[src/hsa_consts.vh]
`ifndef HSA_CONSTS_VH
`define HSA_CONSTS_VH
// ****************************************
// register indices within a line number
// ****************************************
`define HSA_IDX_ID 3'h0
`define HSA_IDX_LCR 3'h2
`define HSA_IDX_DCR 3'h3
`define HSA_IDX_STAT 3'h5
`define HSA_IDX_DATA 3'h7
// ****************************************
// line control and dce control bits
// ****************************************
`define HSA_LC_RXEN 0
`define HSA_LC_TXEN 1
`define HSA_LC_TEST 2
`define HSA_LC_CSEL 3
`define HSA_LC_DTR 4
`define HSA_LC_RTS 5
`define HSA_LC_RSEL 6
`define HSA_LC_NS 7
`define HSA_DC_LL 0
`define HSA_DC_RL 1
// ****************************************
// identifiers (values arbitrary)
// ****************************************
`define HSA_ID_DATA 16'h5A00
`define HSA_ID_NULL 16'h0400
`define HSA_ID_FAULT 16'h8000
// ****************************************
// data word fields
// ****************************************
`define HSA_TX_TEOM 8
`define HSA_TX_TSOM 9
`define HSA_RW_EOM 8
`define HSA_RW_ABORT 9
`define HSA_RW_RO 10
`define HSA_RW_FE 11
`define HSA_RW_IDLE 12
// ****************************************
// framing
// ****************************************
`define HSA_FLAG 8'h7E
`define HSA_ABORT 8'hFF
`define HSA_ONES_STUFF 4'h5
`define HSA_ONES_FLAG 4'h6
`define HSA_ONES_IDLE 4'hE
`define HSA_ONES_MAX 4'hF
// ****************************************
// synchroniser bit positions (per line add g)
// ****************************************
`define HSA_S_RXD 0
`define HSA_S_TXC 2
`define HSA_S_RXC 4
`define HSA_S_CTS 6
`define HSA_S_DSR 8
`define HSA_S_DCD 10
`define HSA_S_RI 12
`define HSA_S_TM 14
`define HSA_S_INT 16
`define HSA_S_FAULT 17
`define HSA_S_W 18
`endif

[src/hsa_rx.v]
`include "hsa_consts.vh"
module hsa_rx (
  input wire clk,
  input wire rst_n,
  input wire en,
  input wire strobe,
  input wire bit_in,
  input wire take,
  output reg [12:0] hold_reg,
  output reg hold_v_reg
);
  reg [3:0] ones_reg;
  reg sync_reg;
  reg drop_reg;
  reg idle_done_reg;
  reg [7:0] byte_reg;
  reg [2:0] cnt_reg;
  reg [7:0] pend_reg;
  reg pend_v_reg;
  reg [3:0] ones_next;
  reg is_flag;
  reg is_stuff;
  reg is_abort;
  reg is_idle;
  reg assemble;
  reg push;
  reg [12:0] push_w;
  wire [7:0] new_byte = {bit_in, byte_reg[7:1]};

  always @*
  begin
    ones_next = bit_in ? ((ones_reg == `HSA_ONES_MAX) ? ones_reg : ones_reg + 4'h1) : 4'h0;
    is_flag = strobe & ~bit_in & (ones_reg == `HSA_ONES_FLAG);
    is_stuff = strobe & ~bit_in & (ones_reg == `HSA_ONES_STUFF);
    is_abort = strobe & bit_in & (ones_reg == `HSA_ONES_FLAG);
    is_idle = strobe & bit_in & (ones_reg == `HSA_ONES_IDLE);
    assemble = strobe & sync_reg & ~drop_reg & ~is_flag & ~is_stuff & ~is_abort;
    push = 1'b0;
    push_w = 13'h0000;
    // the byte before a flag is the last one; misaligned flag marks a frame error
    if (is_flag & sync_reg & pend_v_reg & ~drop_reg)
    begin
      push = 1'b1;
      push_w = {2'b00, 1'b0, 1'b0, 1'b1, pend_reg};
      push_w[`HSA_RW_FE] = (cnt_reg != 3'h7);
    end
    else if (assemble & (cnt_reg == 3'h7) & pend_v_reg)
    begin
      push = 1'b1;
      push_w = {5'h00, pend_reg};
    end
    else if (is_abort & sync_reg & ~drop_reg)
    begin
      push = 1'b1;
      push_w[`HSA_RW_ABORT] = 1'b1;
      push_w[`HSA_RW_EOM] = 1'b1;
    end
    else if (is_idle & ~idle_done_reg)
    begin
      push = 1'b1;
      push_w[`HSA_RW_IDLE] = 1'b1;
    end
  end

  always @(posedge clk)
  begin
    if (!rst_n || !en)
    begin
      ones_reg <= 4'h0;
      sync_reg <= 1'b0;
      drop_reg <= 1'b0;
      idle_done_reg <= 1'b0;
      byte_reg <= 8'h00;
      cnt_reg <= 3'h0;
      pend_reg <= 8'h00;
      pend_v_reg <= 1'b0;
      hold_reg <= 13'h0000;
      hold_v_reg <= 1'b0;
    end
    else
    begin
      if (strobe)
        ones_reg <= ones_next;
      if (strobe & ~bit_in)
        idle_done_reg <= 1'b0;
      if (is_idle)
        idle_done_reg <= 1'b1;
      if (is_flag)
      begin
        sync_reg <= 1'b1;
        drop_reg <= 1'b0;
        cnt_reg <= 3'h0;
        pend_v_reg <= 1'b0;
      end
      else if (is_abort)
      begin
        sync_reg <= 1'b0;
        pend_v_reg <= 1'b0;
      end
      else if (assemble)
      begin
        byte_reg <= new_byte;
        cnt_reg <= cnt_reg + 3'h1;
        if (cnt_reg == 3'h7)
        begin
          pend_reg <= new_byte;
          pend_v_reg <= 1'b1;
        end
      end
      // word kept until collected; a push onto a full holder marks overrun
      if (push & (~hold_v_reg | take))
      begin
        hold_reg <= push_w;
        hold_v_reg <= 1'b1;
      end
      else if (push)
      begin
        hold_reg[`HSA_RW_RO] <= 1'b1;
        hold_reg[`HSA_RW_EOM] <= 1'b1;
        if (!is_flag)
          drop_reg <= 1'b1;
        pend_v_reg <= 1'b0;
      end
      else if (take)
        hold_v_reg <= 1'b0;
    end
  end
endmodule

[src/hsa_tx.v]
`include "hsa_consts.vh"
module hsa_tx (
  input wire clk,
  input wire rst_n,
  input wire en,
  input wire strobe,
  input wire load,
  input wire [7:0] ldata,
  input wire teom,
  input wire tsom,
  output reg bit_reg,
  output wire rdy,
  output reg und_reg
);
  reg [7:0] buf_reg;
  reg buf_eom_reg;
  reg buf_v_reg;
  reg [7:0] sh_reg;
  reg [2:0] cnt_reg;
  reg [2:0] ones_reg;
  reg raw_reg;
  reg in_data_reg;
  reg last_reg;

  // ready stays up during underrun so the program keeps feeding
  assign rdy = en & ~buf_v_reg;

  always @(posedge clk)
  begin
    if (!rst_n || !en)
    begin
      buf_reg <= 8'h00;
      buf_eom_reg <= 1'b0;
      buf_v_reg <= 1'b0;
      sh_reg <= `HSA_FLAG;
      cnt_reg <= 3'h0;
      ones_reg <= 3'h0;
      raw_reg <= 1'b1;
      in_data_reg <= 1'b0;
      last_reg <= 1'b0;
      und_reg <= 1'b0;
      bit_reg <= 1'b1;
    end
    else
    begin
      if (load)
      begin
        if (tsom)
          und_reg <= 1'b0;
        if (!und_reg || tsom)
        begin
          buf_reg <= ldata;
          buf_eom_reg <= teom;
          buf_v_reg <= 1'b1;
        end
      end
      if (strobe)
      begin
        // stuff after five data ones even when a flag or abort comes next
        if ({1'b0, ones_reg} == `HSA_ONES_STUFF)
        begin
          bit_reg <= 1'b0;
          ones_reg <= 3'h0;
        end
        else
        begin
          bit_reg <= sh_reg[0];
          sh_reg <= {1'b0, sh_reg[7:1]};
          ones_reg <= (sh_reg[0] && !raw_reg) ? ones_reg + 3'h1 : 3'h0;
          cnt_reg <= cnt_reg + 3'h1;
          if (cnt_reg == 3'h7)
          begin
            if (in_data_reg && last_reg)
            begin
              sh_reg <= `HSA_FLAG;
              raw_reg <= 1'b1;
              in_data_reg <= 1'b0;
            end
            else if (buf_v_reg && !und_reg)
            begin
              sh_reg <= buf_reg;
              raw_reg <= 1'b0;
              in_data_reg <= 1'b1;
              last_reg <= buf_eom_reg;
              buf_v_reg <= 1'b0;
            end
            else if (in_data_reg)
            begin
              // starved mid-frame: abort, then flags until a new start
              sh_reg <= `HSA_ABORT;
              raw_reg <= 1'b1;
              in_data_reg <= 1'b0;
              und_reg <= 1'b1;
            end
            else
            begin
              sh_reg <= `HSA_FLAG;
              raw_reg <= 1'b1;
            end
          end
        end
      end
    end
  end
endmodule

[src/hsa_top.v]
// Our own choices: the placing of the registers and the plain strobed port.
`include "hsa_consts.vh"
// How it works
// - each channel raises its own service request, only when it needs service
// - receive ready stays true while data or status awaits collection
// - receiver raises no requests while its receive enable bit is clear
// - transmitter raises no requests while its transmit enable bit is clear
// - one high priority request output; receive served before transmit
// - receive on lines 8n+4, 8n+6; transmit on 8n+5, 8n+7
// - lowest line numbers of the group are null, carry no data
// - test bit loops transmit data internally into the receiver
// - in test mode a steady one is sent toward the modem
// - in test mode bit clock follows clock source bit
// - loop bits in dce control drive loopback request circuits
// - data lines give fixed identifier; fault forces its top bit
// - null lines give a different fixed identifier
// - identifier register returns identifier high byte
// - modem side drives and receives the full circuit set
// - each channel runs up to 19,200 bit/s, all at once
// - overrun, underrun and frame errors reported as status
// - transmit requests on each false to true change of ready
// - clock source bit picks modem clock or controller clock
module hsa_top (
  input wire clk,
  input wire rst_n,
  input wire [7:0] reg_addr,
  input wire [15:0] reg_wdata,
  input wire reg_wr,
  input wire reg_rd,
  output reg [15:0] reg_rdata,
  input wire [1:0] board_loc,
  input wire adapter_fault,
  input wire int_clk,
  input wire [1:0] dce_rxd,
  input wire [1:0] dce_cts,
  input wire [1:0] dce_dsr,
  input wire [1:0] dce_dcd,
  input wire [1:0] dce_txc,
  input wire [1:0] dce_rxc,
  input wire [1:0] dce_ri,
  input wire [1:0] dce_tm,
  output wire [1:0] dce_txd,
  output wire [1:0] dce_rts,
  output wire [1:0] dce_dtr,
  output wire [1:0] dce_ns,
  output wire [1:0] local_loop_request,
  output wire [1:0] remote_loop_request,
  output wire [1:0] dce_rsel,
  output wire [3:0] svc_req_ch,
  output reg service_request,
  output reg [4:0] svc_line
);
  // ****************************************
  // pin synchronisers
  // ****************************************
  wire [`HSA_S_W-1:0] async_in;
  reg [`HSA_S_W-1:0] s1_reg;
  reg [`HSA_S_W-1:0] s2_reg;
  reg [`HSA_S_W-1:0] s3_reg;
  reg [1:0] loc_s1_reg;
  reg [1:0] loc_reg;

  assign async_in = {adapter_fault, int_clk, dce_tm, dce_ri, dce_dcd, dce_dsr,
                     dce_cts, dce_rxc, dce_txc, dce_rxd};

  // clocks sampled at 125 MHz; far above 19,200 bit/s per channel
  always @(posedge clk)
  begin
    if (!rst_n)
    begin
      s1_reg <= {`HSA_S_W{1'b0}};
      s2_reg <= {`HSA_S_W{1'b0}};
      s3_reg <= {`HSA_S_W{1'b0}};
    end
    else
    begin
      s1_reg <= async_in;
      s2_reg <= s1_reg;
      s3_reg <= s2_reg;
    end
  end

  // static strap, but still a pin: two stages like the others
  always @(posedge clk)
  begin
    if (!rst_n)
      {loc_reg, loc_s1_reg} <= 4'h0;
    else
      {loc_reg, loc_s1_reg} <= {loc_s1_reg, board_loc};
  end

  // ****************************************
  // address decode
  // ****************************************
  wire [2:0] idx = reg_addr[2:0];
  wire [2:0] ln_off = reg_addr[5:3];
  wire own = (reg_addr[7:6] == loc_reg);
  wire data_ln = own & ln_off[2];
  wire null_ln = own & ~ln_off[2];
  wire pair = ln_off[1];
  wire is_tx = ln_off[0];

  // ****************************************
  // per line logic
  // ****************************************
  wire [15:0] lcr_w;
  wire [3:0] dcr_w;
  wire [15:0] stat_w;
  wire [25:0] rxw_w;
  wire [3:0] req_w;

  genvar g;
  generate
    for (g = 0; g < 2; g = g + 1)
    begin : gl
      reg [7:0] lcr_reg;
      reg [1:0] dcr_reg;
      reg req_rx_reg;
      reg req_tx_reg;
      reg rx_rdy_p_reg;
      reg tx_rdy_p_reg;
      reg txd_reg;
      reg rts_reg;
      reg dtr_reg;
      reg ns_reg;
      reg ll_reg;
      reg rl_reg;
      reg rsel_reg;
      wire hit = data_ln & (pair == g);
      wire rx_en = lcr_reg[`HSA_LC_RXEN];
      wire tx_en = lcr_reg[`HSA_LC_TXEN];
      wire test = lcr_reg[`HSA_LC_TEST];
      wire csel = lcr_reg[`HSA_LC_CSEL];
      wire take = reg_rd & hit & ~is_tx & (idx == `HSA_IDX_DATA);
      wire load = reg_wr & hit & is_tx & (idx == `HSA_IDX_DATA);
      // clock source: modem clocks or controller clock
      wire tclk_c = csel ? s2_reg[`HSA_S_INT] : s2_reg[`HSA_S_TXC + g];
      wire tclk_p = csel ? s3_reg[`HSA_S_INT] : s3_reg[`HSA_S_TXC + g];
      wire rclk_e_c = csel ? s2_reg[`HSA_S_INT] : s2_reg[`HSA_S_RXC + g];
      wire rclk_e_p = csel ? s3_reg[`HSA_S_INT] : s3_reg[`HSA_S_RXC + g];
      wire rclk_c = test ? tclk_c : rclk_e_c;
      wire rclk_p = test ? tclk_p : rclk_e_p;
      // transmit changes on falling edge, receive samples on rising
      wire tx_stb = tclk_p & ~tclk_c;
      wire rx_stb = ~rclk_p & rclk_c;
      wire tx_bit;
      wire tx_rdy;
      wire tx_und;
      wire [12:0] rx_word;
      wire rx_rdy;
      wire rx_in = test ? tx_bit : s2_reg[`HSA_S_RXD + g];

      hsa_tx u_tx (
        .clk(clk),
        .rst_n(rst_n),
        .en(tx_en),
        .strobe(tx_stb),
        .load(load),
        .ldata(reg_wdata[7:0]),
        .teom(reg_wdata[`HSA_TX_TEOM]),
        .tsom(reg_wdata[`HSA_TX_TSOM]),
        .bit_reg(tx_bit),
        .rdy(tx_rdy),
        .und_reg(tx_und)
      );

      hsa_rx u_rx (
        .clk(clk),
        .rst_n(rst_n),
        .en(rx_en),
        .strobe(rx_stb),
        .bit_in(rx_in),
        .take(take),
        .hold_reg(rx_word),
        .hold_v_reg(rx_rdy)
      );

      always @(posedge clk)
      begin
        if (!rst_n)
        begin
          lcr_reg <= 8'h00;
          dcr_reg <= 2'h0;
        end
        else if (reg_wr & hit)
        begin
          // one control set per line, reached from either channel number
          if (idx == `HSA_IDX_LCR)
            lcr_reg <= reg_wdata[7:0];
          if (idx == `HSA_IDX_DCR)
            dcr_reg <= reg_wdata[1:0];
        end
      end

      // requests: set on a new need, dropped by service or disable
      always @(posedge clk)
      begin
        if (!rst_n)
        begin
          req_rx_reg <= 1'b0;
          req_tx_reg <= 1'b0;
          rx_rdy_p_reg <= 1'b0;
          tx_rdy_p_reg <= 1'b0;
        end
        else
        begin
          rx_rdy_p_reg <= rx_rdy;
          tx_rdy_p_reg <= tx_rdy;
          if (!rx_en)
            req_rx_reg <= 1'b0;
          else if (rx_rdy & ~rx_rdy_p_reg)
            req_rx_reg <= 1'b1;
          else if (take)
            req_rx_reg <= 1'b0;
          if (!tx_en)
            req_tx_reg <= 1'b0;
          else if (tx_rdy & ~tx_rdy_p_reg)
            req_tx_reg <= 1'b1;
          else if (load)
            req_tx_reg <= 1'b0;
        end
      end

      always @(posedge clk)
      begin
        if (!rst_n)
        begin
          txd_reg <= 1'b1;
          rts_reg <= 1'b0;
          dtr_reg <= 1'b0;
          ns_reg <= 1'b0;
          ll_reg <= 1'b0;
          rl_reg <= 1'b0;
          rsel_reg <= 1'b0;
        end
        else
        begin
          txd_reg <= test | tx_bit;
          rts_reg <= lcr_reg[`HSA_LC_RTS];
          dtr_reg <= lcr_reg[`HSA_LC_DTR];
          ns_reg <= lcr_reg[`HSA_LC_NS];
          rsel_reg <= lcr_reg[`HSA_LC_RSEL];
          ll_reg <= dcr_reg[`HSA_DC_LL];
          rl_reg <= dcr_reg[`HSA_DC_RL];
        end
      end

      assign dce_txd[g] = txd_reg;
      assign dce_rts[g] = rts_reg;
      assign dce_dtr[g] = dtr_reg;
      assign dce_ns[g] = ns_reg;
      assign dce_rsel[g] = rsel_reg;
      assign local_loop_request[g] = ll_reg;
      assign remote_loop_request[g] = rl_reg;
      assign lcr_w[g*8 +: 8] = lcr_reg;
      assign dcr_w[g*2 +: 2] = dcr_reg;
      assign stat_w[g*8 +: 8] = {s2_reg[`HSA_S_TM + g], s2_reg[`HSA_S_RI + g],
                                 s2_reg[`HSA_S_DCD + g], s2_reg[`HSA_S_DSR + g],
                                 s2_reg[`HSA_S_CTS + g], tx_und, tx_rdy, rx_rdy};
      assign rxw_w[g*13 +: 13] = rx_word;
      assign req_w[g*2] = req_rx_reg;
      assign req_w[g*2+1] = req_tx_reg;
    end
  endgenerate

  assign svc_req_ch = req_w;

  // ****************************************
  // request priority
  // ****************************************
  always @(posedge clk)
  begin
    if (!rst_n)
    begin
      service_request <= 1'b0;
      svc_line <= 5'h00;
    end
    else
    begin
      service_request <= |req_w;
      // receive first, then transmit; line = 8n + 4 + 2*pair + dir
      if (req_w[0])
        svc_line <= {loc_reg, 3'h4};
      else if (req_w[2])
        svc_line <= {loc_reg, 3'h6};
      else if (req_w[1])
        svc_line <= {loc_reg, 3'h5};
      else if (req_w[3])
        svc_line <= {loc_reg, 3'h7};
      else
        svc_line <= 5'h00;
    end
  end

  // ****************************************
  // register read
  // ****************************************
  wire [15:0] id_full = null_ln ? `HSA_ID_NULL :
                        (s2_reg[`HSA_S_FAULT] ? (`HSA_ID_DATA | `HSA_ID_FAULT)
                                              : `HSA_ID_DATA);
  reg [15:0] rd_next;

  always @*
  begin
    rd_next = 16'h0000;
    if (own && idx == `HSA_IDX_ID)
      rd_next = {8'h00, id_full[15:8]};
    else if (data_ln)
    begin
      case (idx)
        `HSA_IDX_LCR: rd_next = {8'h00, lcr_w[pair*8 +: 8]};
        `HSA_IDX_DCR: rd_next = {14'h0000, dcr_w[pair*2 +: 2]};
        `HSA_IDX_STAT: rd_next = {8'h00, stat_w[pair*8 +: 8]};
        `HSA_IDX_DATA: rd_next = is_tx ? 16'h0000 : {3'h0, rxw_w[pair*13 +: 13]};
        default: rd_next = 16'h0000;
      endcase
    end
  end

  // answer stands only in the cycle after the read strobe
  always @(posedge clk)
  begin
    if (!rst_n)
      reg_rdata <= 16'h0000;
    else if (reg_rd)
      reg_rdata <= rd_next;
    else
      reg_rdata <= 16'h0000;
  end
endmodule

[config.mk]
export PLATFORM = sky130hd
export DESIGN_NAME = hsa_top
export DESIGN_NICKNAME = d
export VERILOG_FILES = /design/src/hsa_rx.v /design/src/hsa_tx.v /design/src/hsa_top.v
export VERILOG_INCLUDE_DIRS = /design/src /design/src/src
export SDC_FILE = /design/constraint.sdc
export NUM_CORES = 1
export LEC_CHECK = 0
export ABC_AREA = 0
export BUFFER_PORTS_ARGS = -buffer_cell sky130_fd_sc_hd__buf_2
export CORE_MARGIN = 4
export CORE_UTILIZATION = 35
export CTS_CLUSTER_DIAMETER = 80
export DETAILED_ROUTE_END_ITERATION = 7
export PLACE_DENSITY = 0.57
export REMOVE_ABC_BUFFERS = 1
export SYNTH_ARGS = -nofsm -noshare
export SYNTH_HDL_FRONTEND = slang
export SYNTH_SLANG_ARGS = --single-unit
[constraint.sdc]
create_clock -name clk -period 3.8 [get_ports clk]
set_input_delay 0.38 -clock clk [delete_from_list [all_inputs] [get_ports clk]]
set_output_delay 0.38 -clock clk [all_outputs]
set_load 0.03 [all_outputs]
==> impl_metrics.ini, run 1 <==
[detailed_routing]
via_per_inst = 4.90
firstDrtPassIters = 4
wl_per_cell_um = 15.4
drc = 0
num_vias = 6908
drt.antenna.violating_nets = 0
drt_first_iter_violations = 336
routed_wl_um = 21600

[timing]
setup_viol = 0
finalSetupTns_ns = 0
hold_viol = 0
skew_ns = 0.00909
finalCritPeriodShare_pct = 66.8
worst_pin_slew_ns = 1.04
slew_headroom_pct = 30.2
drv_slew = 0
fmax_mhz = 394
period_minus_slack_ns = 2.54
holdWs_ns = 0.0687
rsz0062_at_grt = false

[cells_and_area]
nFillCells = 2640
largest_register_ffs = 26
final_layout_size_suffix_gt1_share_pct = 15.0
nets = 1118
layout.cells.non_filler = 1410
area_growth_pct = 15.2
n_antenna_cell = 0
final_util_pct = 41.2

[global_routing]
grt-ovfl-total = 0
grt_pass1_wl_um = 34700
grt.total_usage_pct = 13.8
grt_pass1_vias = 6354
grt_max_degree = 49
antenna_found_initial = 0

[yosys]
synth_edf_count = 0
yosys_warnings = 0
synth_common_cells = 244 x dfxtp_1, 107 x nor2_1, 99 x nand2_1, 67 x and2_1, 63 x mux2i_1
netlist_instances = 1006
ys_async_sr_fraction_pct = 0
synth.area.top_cells = dfxtp_1 51%, mux2i_1 6.5%, and2_1 4.3%
yosysMostFrequentCell = dfxtp_1
synth_top_area_share_pct = 50.6
ys.flop_type = dfxtp_1
synth_top_area_cell = dfxtp_1
ys_ff_latch = 244
ys_types = 79
syn_area_per_cell_um2 = 9.60
syn_area_um2 = 9660
ys_seq_area_share_pct = 50.6

[status]
status = finished, final reports clean

[cts]
cts-hold-fix-buffers = 0
cts_buffers = 27
cts_tree = built
clk_pin_slew_ns = 0.06
root_buffer = clkbuf_16
clock-sinks = 244
post_cts_buffers = 0
h-tree-depth = 1
clkLatencyLatePin_ns = 0.51
clock_path_buffers = 3
cts_resized = 0

[worst_setup_path]
cp_max_fo = 10
cp_slowest_stage_delay_ns = 0.66
worstSetupPathType = flop to flop
required_ns = 4.25
regToRegSetupSlack_ns = 1.26
critPathArrivalTime_ns = 2.99
slowest_stage = mux2i_1
crit_chain = mux2i_1 -> a211oi_1 -> o21bai_1 -> a211o_1 -> and2_1 -> a22o_1
worstSetupEndpointType = flop
start_kind = flop

[place]
gp_congestion = 0.797
dp_cells = 1364
port_buffers = 78
hpwl_um = 15300

[power]
power.density_nw_per_um2 = 488
cellLeakagePower_nw = 4.49
total_power_mw = 5.43
vdd_drop_max_mv = 0.272

[floorplan]
dieArea_um2 = 30300
die_w_um = 174
die_y_um = 174
fp.coreArea_um2 = 27000
io-pin-count = 88
start_util_pct = 35.7
rows = 60

[hold_path]
hp-class = primary input to flop

[flow_run]
drv_cap = 0
==> metal layers <==
| layer | global-route usage (%) | share of wire, % | wire length (µm) |
|---|---|---|---|
| met5 | 0 | 0 | 0 |
| met4 | 3.83 | 2.1 | 445 |
| met3 | 2.22 | 4.0 | 857 |
| met1 | 20.9 | 52 | 11300 |
| met2 | 20.4 | 42 | 9070 |
==> layout by cell type, fill, tap and decap left out, types with 4 or more instances in the layout <==
master     Yosys  layout
nor2b_1       17      17
nand4_1        8       8
buf_2          8      78
o22ai_1        5       5
and2_1        67      67
nand3b_1       6       6
or3_1          4       4
a21oi_1       30      30
ha_1          18      18
nand3_1       43      43
buf_4         21       9
o21ai_0       42      42
o221ai_1      13      13
mux2i_1       63      63
xor2_1         6       6
nand2_1       99      99
mux4_2         7       7
nor2_1       107     107
nor3_1        11      11
a21o_1         5       5
clkbuf_16      0      27
a21boi_0       6       6
dfxtp_1      244     244
nand2b_1       7       7
inv_1         23      23
a22o_1        16      16
clkbuf_8       0      12
nor4_1         4       4
o211ai_1       5       5
==> area by class of cell <==
type | instances | area, µm² | share of cell area, %
repair buffers | 87 | 458 | 4.11
multi-input cells | 669 | 4330 | 38.9
clock inverters | 5 | 100 | 0.899
flip-flops and latches | 244 | 4880 | 43.9
well taps | 341 | 427 | 3.83
inverters | 23 | 86.3 | 0.776
clock buffers | 41 | 848 | 7.62
==> final timing paths <==
path                                          endpoint  depth (start not counted)             start
worst max-delay path            gl[1].u_rx.hold_reg[0]                          6  gl[1].lcr_reg[2]
worst min-delay path                        s1_reg[14]                          2         dce_tm[0]
worst min register to register              s2_reg[17]                          1        s1_reg[17]
worst max register to register  gl[1].u_rx.hold_reg[0]                          6  gl[1].lcr_reg[2]
==> report_power, final <==
group / leakage, nW / switching (mW) / internal (mW) / total (mW)
registers: 1.97 / 0.00834 / 2.58 / 2.59
logic: 2.04 / 0.0831 / 0.0513 / 0.134
clock network: 0.472 / 0.986 / 1.72 / 2.71
total: 4.49 / 1.08 / 4.35 / 5.43
==> critical path: cells and delay by family (launching register included) <==
kind | cells | cell delay (ns)
mux | 1 | 0.66
simple gates | 1 | 0.38
compound gates | 4 | 0.93
flops | 1 | 0.50
==> logic make-up after synthesis <==
kind of cell               Yosys count  synth area share (%)
other                                1                0.0388
and+or+nand+nor                    403                  21.1
DFF                                244                  50.6
muxes                               73                  8.54
buffers and inverters               95                  4.70
xor gates and xnor gates             9                 0.816
adders and majority gates           18                  2.33
AOI/OAI and AO/OA                  163                  11.9
==> stage by stage <==
| step | setup slack (ns) | cell area [µm²] |
|---|---|---|
| 4_1_cts | 1.27 | 11100 |
| 3_5_place_dp | 1.10 | 10200 |
| 6_report | 1.26 | 11100 |
| 2_1_floorplan | 1.07 | 9300 |
| 5_1_grt | 1.03 | 11100 |
| 3_3_place_gp | 1.14 | 10200 |
No activity file was read; power rests on OpenSTA's default activity.
==> inputs of run 2 (changes only) <==
Clock period 3.8 ns to 2.5 ns, I/O delays scaled along.
==> impl_metrics.ini, run 2 (synthesis results as in run 1) <==
[power]
power.net_switching_mw = 1.64
vdd_drop_max_mv = 0.424
power.density_nw_per_um2 = 689
total_power_mw = 7.85
cellLeakagePower_nw = 4.62
switching_share_pct = 20.9
intPower_mw = 6.21
pwr-share-clk_pct = 46.8
p_comb_share_pct = 3.1
pwr-share-seq_pct = 50.1

[global_routing]
grt-ovfl-total = 0
grt_pass1_wl_um = 36600
grt.total_usage_pct = 14.6
antenna_found_initial = 0
grt_max_degree = 43
grt_pass1_vias = 6826

[cells_and_area]
area_growth_pct = 17.9
final_util_pct = 42.1
multi_input_comb_area_um2 = 4330
final_cell_mix = 244 x dfxtp_1, 107 x nor2_1, 99 x nand2_1
nets = 1161
fin_area_um2 = 11400
seq_area_um2 = 4880
largest_register_ffs = 26
final_layout_size_suffix_gt1_share_pct = 15.8
nFillCells = 2641
layout_commonest_cell = dfxtp_1
n_antenna_cell = 0
layout.cells.non_filler = 1453

[worst_setup_path]
crit_start = gl[0].lcr_reg[2]
cp-endpoint = gl[0].u_rx.hold_reg[0]
r2r_end = gl[0].u_rx.hold_reg[0]
ff2ff_path_depth = 4
timing.rr.start = gl[0].lcr_reg[2]
start_kind = flop
required_ns = 2.96
regToRegSetupSlack_ns = 0.15
worstSetupPathType = flop to flop
cp_max_fo = 9
worstSetupEndpointType = flop
critPathArrivalTime_ns = 2.81

[place]
dp_cells = 1385
port_buffers = 78
gp_congestion = 0.825
place_area_um2 = 10300
hpwl_um = 16000

[cts]
h-tree-depth = 1
clk_pin_slew_ns = 0.06
cts_buffers = 27
clock-sinks = 244
post_cts_buffers = 0
root_buffer = clkbuf_16
cts_tree = built
clkLatencyLatePin_ns = 0.53
clock_path_buffers = 3

[timing]
setup_viol = 0
hold_viol = 0
period_minus_slack_ns = 2.35
finalCritPeriodShare_pct = 94.1
skew_ns = 0.0173
fmax_mhz = 425
worst_pin_slew_ns = 1.07
drv_slew = 0
slew_headroom_pct = 28.1
rsz0062_at_grt = false
holdWs_ns = 0.0325

[detailed_routing]
num_vias = 7146
via_per_inst = 4.92
wl_per_cell_um = 15.5
routed_wl_um = 22500
drt_first_iter_violations = 472
drt.antenna.violating_nets = 0
firstDrtPassIters = 5
drc = 0

[hold_path]
hp-class = primary input to flop

[floorplan]
io-pin-count = 88
die_w_um = 174
start_util_pct = 35.7
rows = 60
fp.coreArea_um2 = 27000
die_y_um = 174
dieArea_um2 = 30300

[status]
status = finished, final reports clean

[flow_run]
drv_cap = 0
[run 2: final cells by class]
class                      count  area share, %
sequential                   244           42.9
clock inverter                 5          0.253
tap                          341           3.75
multi-input combinational    669           38.0
inverter                      23          0.758
clock buffer                  41           7.01
timing repair buffer         130           7.34
[run 2: per-layer routing]
metal | vias up | global-route usage (%) | wire length [µm]
met5 | - | 0 | 0
met4 | 0 | 3.70 | 319
met3 | 24 | 2.39 | 1100
met2 | 144 | 22.4 | 9850
met1 | 3317 | 21.4 | 11200
li1 | 3661 | - | -
[run 2: repair_timing]
action | CTS | global route
hold endpoints to repair | 23 | 0
hold buffers | 22 | 0
resized for setup | 0 | 0
[run 2: worst min path at each step]
stage                      start  slack, ns                     to  cells after the start
finish              reg_wdata[2]       0.03  gl[1].u_tx.buf_reg[2]                      3
global route        reg_wdata[1]       0.03  gl[0].u_tx.buf_reg[1]                      3
CTS                 reg_wdata[5]      0.003  gl[0].u_tx.buf_reg[5]                      3
detailed placement    s1_reg[14]       0.42             s2_reg[14]                      1
global placement       s1_reg[1]       0.42              s2_reg[1]                      1
floorplan                  rst_n       0.31          gl[0].txd_reg                      1
[run 2: power groups by stage]
stage / Clock (mW) / Combinational (mW) / Sequential, mW
after detailed placement: 0 / 0.215 / 4.02
final: 3.67 / 0.241 / 3.94
after floorplan: 0 / 0.0945 / 4.02
after global placement: 0 / 0.215 / 4.02
after global routing: 3.94 / 0.264 / 3.94
after CTS: 3.80 / 0.242 / 3.93
[run 2: worst max-delay path, stage by stage (launching register included)]
cell       delay [ns]
dfxtp_1          0.52
mux2_2           0.47
or3_1            0.46
a2111oi_4        0.62
a22o_1           0.21
[run 2: per-stage QoR]
stage | TNS [ns] | worst slack (ns)
after floorplan | -1.83 | -0.226
after global placement | 0 | 0.235
after detailed placement | 0 | 0.167
after CTS | 0 | 0.136
after global routing | 0 | 0.0136
final | 0 | 0.148
==> inputs of run 3 (changes only) <==
Settings changed: GPL_TIMING_DRIVEN from default to 0.
==> impl_metrics.ini, run 3 (synthesis results as in run 1) <==
[worst_setup_path]
slowest_stage = dfxtp_1
worstSetupEndpointType = flop
required_ns = 2.92
r2r_end = gl[0].u_rx.hold_reg[2]
crit_chain = mux2_2 -> or3_1 -> a31oi_1 -> nor2_2 -> a22o_1
crit_start = gl[0].lcr_reg[2]
worstSetupPathType = flop to flop
start_kind = flop
cp_slowest_stage_delay_ns = 0.50
regToRegSetupSlack_ns = 0.11
ff2ff_path_depth = 5
critPathArrivalTime_ns = 2.81
cp_max_fo = 9
timing.rr.start = gl[0].lcr_reg[2]

[timing]
hold_viol = 0
holdWs_ns = 0.0200
drv_slew = 0
period_minus_slack_ns = 2.39
fmax_mhz = 418
setup_viol = 0
finalCritPeriodShare_pct = 95.6
fin_ws_ns = 0.109
skew_ns = 0.0196
worst_pin_slew_ns = 1.11
slew_headroom_pct = 25.5

[global_routing]
antenna_found_initial = 0
grt_max_degree = 92
grt_pass1_vias = 6620
grt-ovfl-total = 0
grt.total_usage_pct = 14.2
grt_pass1_wl_um = 36000

[detailed_routing]
drt_first_iter_violations = 389
via_per_inst = 4.95
firstDrtPassIters = 5
wl_per_cell_um = 15.5
drt.antenna.violating_nets = 0
drc = 0
num_vias = 7105
routed_wl_um = 22200

[power]
intPower_mw = 6.69
power.density_nw_per_um2 = 737
switching_share_pct = 20.7
p_comb_share_pct = 2.8
power.net_switching_mw = 1.75
cellLeakagePower_nw = 4.58
pwr-share-clk_pct = 50.6
vdd_drop_max_mv = 0.423
pwr-share-seq_pct = 46.6

[place]
place_area_um2 = 10100
gp_congestion = 0.782
place_ws_ns = -0.936
hpwl_um = 15100
port_buffers = 78

[hold_path]
whs_endpoint = gl[0].u_tx.buf_reg[2]
hp-class = primary input to flop
holdPathStages = 3
hp-start = reg_wdata[2]

[cells_and_area]
area_growth_pct = 18.6
final_util_pct = 42.4
fin_area_um2 = 11500
largest_register_ffs = 26
n_antenna_cell = 0
final_layout_size_suffix_gt1_share_pct = 15.7
layout_commonest_cell = dfxtp_1
nFillCells = 2669
final_cell_mix = 244 x dfxtp_1, 107 x nor2_1, 99 x nand2_1
nets = 1140

[cts]
clk_pin_slew_ns = 0.06
cts_tree = built
clkLatencyLatePin_ns = 0.54
root_buffer = clkbuf_16
clock_path_buffers = 3
cts_buffers = 27
h-tree-depth = 1
clock-sinks = 244

[floorplan]
die_y_um = 174
io-pin-count = 88
die_w_um = 174
fp.coreArea_um2 = 27000
start_util_pct = 35.7
rows = 60
dieArea_um2 = 30300

[status]
status = finished, final reports clean

[flow_run]
drv_cap = 0
==> run 3: changes by cell type in the layout (fill, tap and decap cells not counted), sizes merged <==
cell and change:
buf -23, a21oi +1, clkbuf -7, bufinv +5, clkinvlp +1, clkinv +4
dlygate4sd3 +1
==> run 3: repair_timing <==
item,4_1_cts,5_1_grt
buffers inserted,1,4
pin swaps,1,2
hold buffers,23,0
hold endpoints to repair,24,0
resized for setup,4,7
endpoints found under the setup margin,41,51
cloned,0,1
==> run 3: worst max path at each step <==
stage | to | depth (start not counted)
6_report | gl[0].u_rx.hold_reg[2] | 5
5_1_grt | gl[1].u_rx.byte_reg[3] | 7
4_1_cts | gl[1].u_rx.hold_reg[5] | 6
3_5_place_dp | gl[1].u_rx.hold_reg[5] | 4
3_3_place_gp | gl[1].u_tx.sh_reg[7] | 6
2_1_floorplan | gl[1].u_tx.sh_reg[7] | 6
==> run 3: critical path, delay by kind of cell (launching register included) <==
kind | cells | cell delay, ns
multiplexers | 1 | 0.47
flip-flops | 1 | 0.50
AND/OR/NAND/NOR | 2 | 0.63
AO/OA/AOI/OAI | 2 | 0.65
==> run 3: power by group through the flow <==
stage / sequential (mW) / combinational, mW / clock (mW)
2_1_floorplan: 4.02 / 0.0945 / 0
3_3_place_gp: 4.02 / 0.200 / 0
3_5_place_dp: 4.02 / 0.204 / 0
4_1_cts: 3.93 / 0.232 / 4.38
5_1_grt: 3.94 / 0.259 / 4.52
6_report: 3.94 / 0.234 / 4.27
==> run 3: per-stage QoR <==
step           power [mW]  cells  TNS [ns]
4_1_cts              8.54   1430         0
3_3_place_gp         4.22   1355    -57.83
3_5_place_dp         4.22   1357    -28.94
2_1_floorplan        4.11    936     -1.83
6_report             8.44   1435         0
5_1_grt              8.72   1435  -0.00898
==> run 3: layout make-up <==
cell class | instances | area, µm² | area share (%)
inverter | 23 | 86.3 | 0.754
multi-input combinational | 670 | 4400 | 38.4
tap | 341 | 427 | 3.73
clock buffer | 34 | 762 | 6.65
clock inverter | 15 | 214 | 1.87
sequential | 244 | 4880 | 42.6
timing repair buffer | 108 | 683 | 5.96
==> run 3: per-layer routing <==
| metal | up-vias | GRT usage (%) | wire length, µm |
|---|---|---|---|
| met5 | - | 0 | 0 |
| met4 | 0 | 3.76 | 531 |
| met3 | 39 | 2.35 | 1040 |
| met2 | 151 | 21.6 | 9590 |
| met1 | 3291 | 21.0 | 11100 |
| li1 | 3624 | - | - |
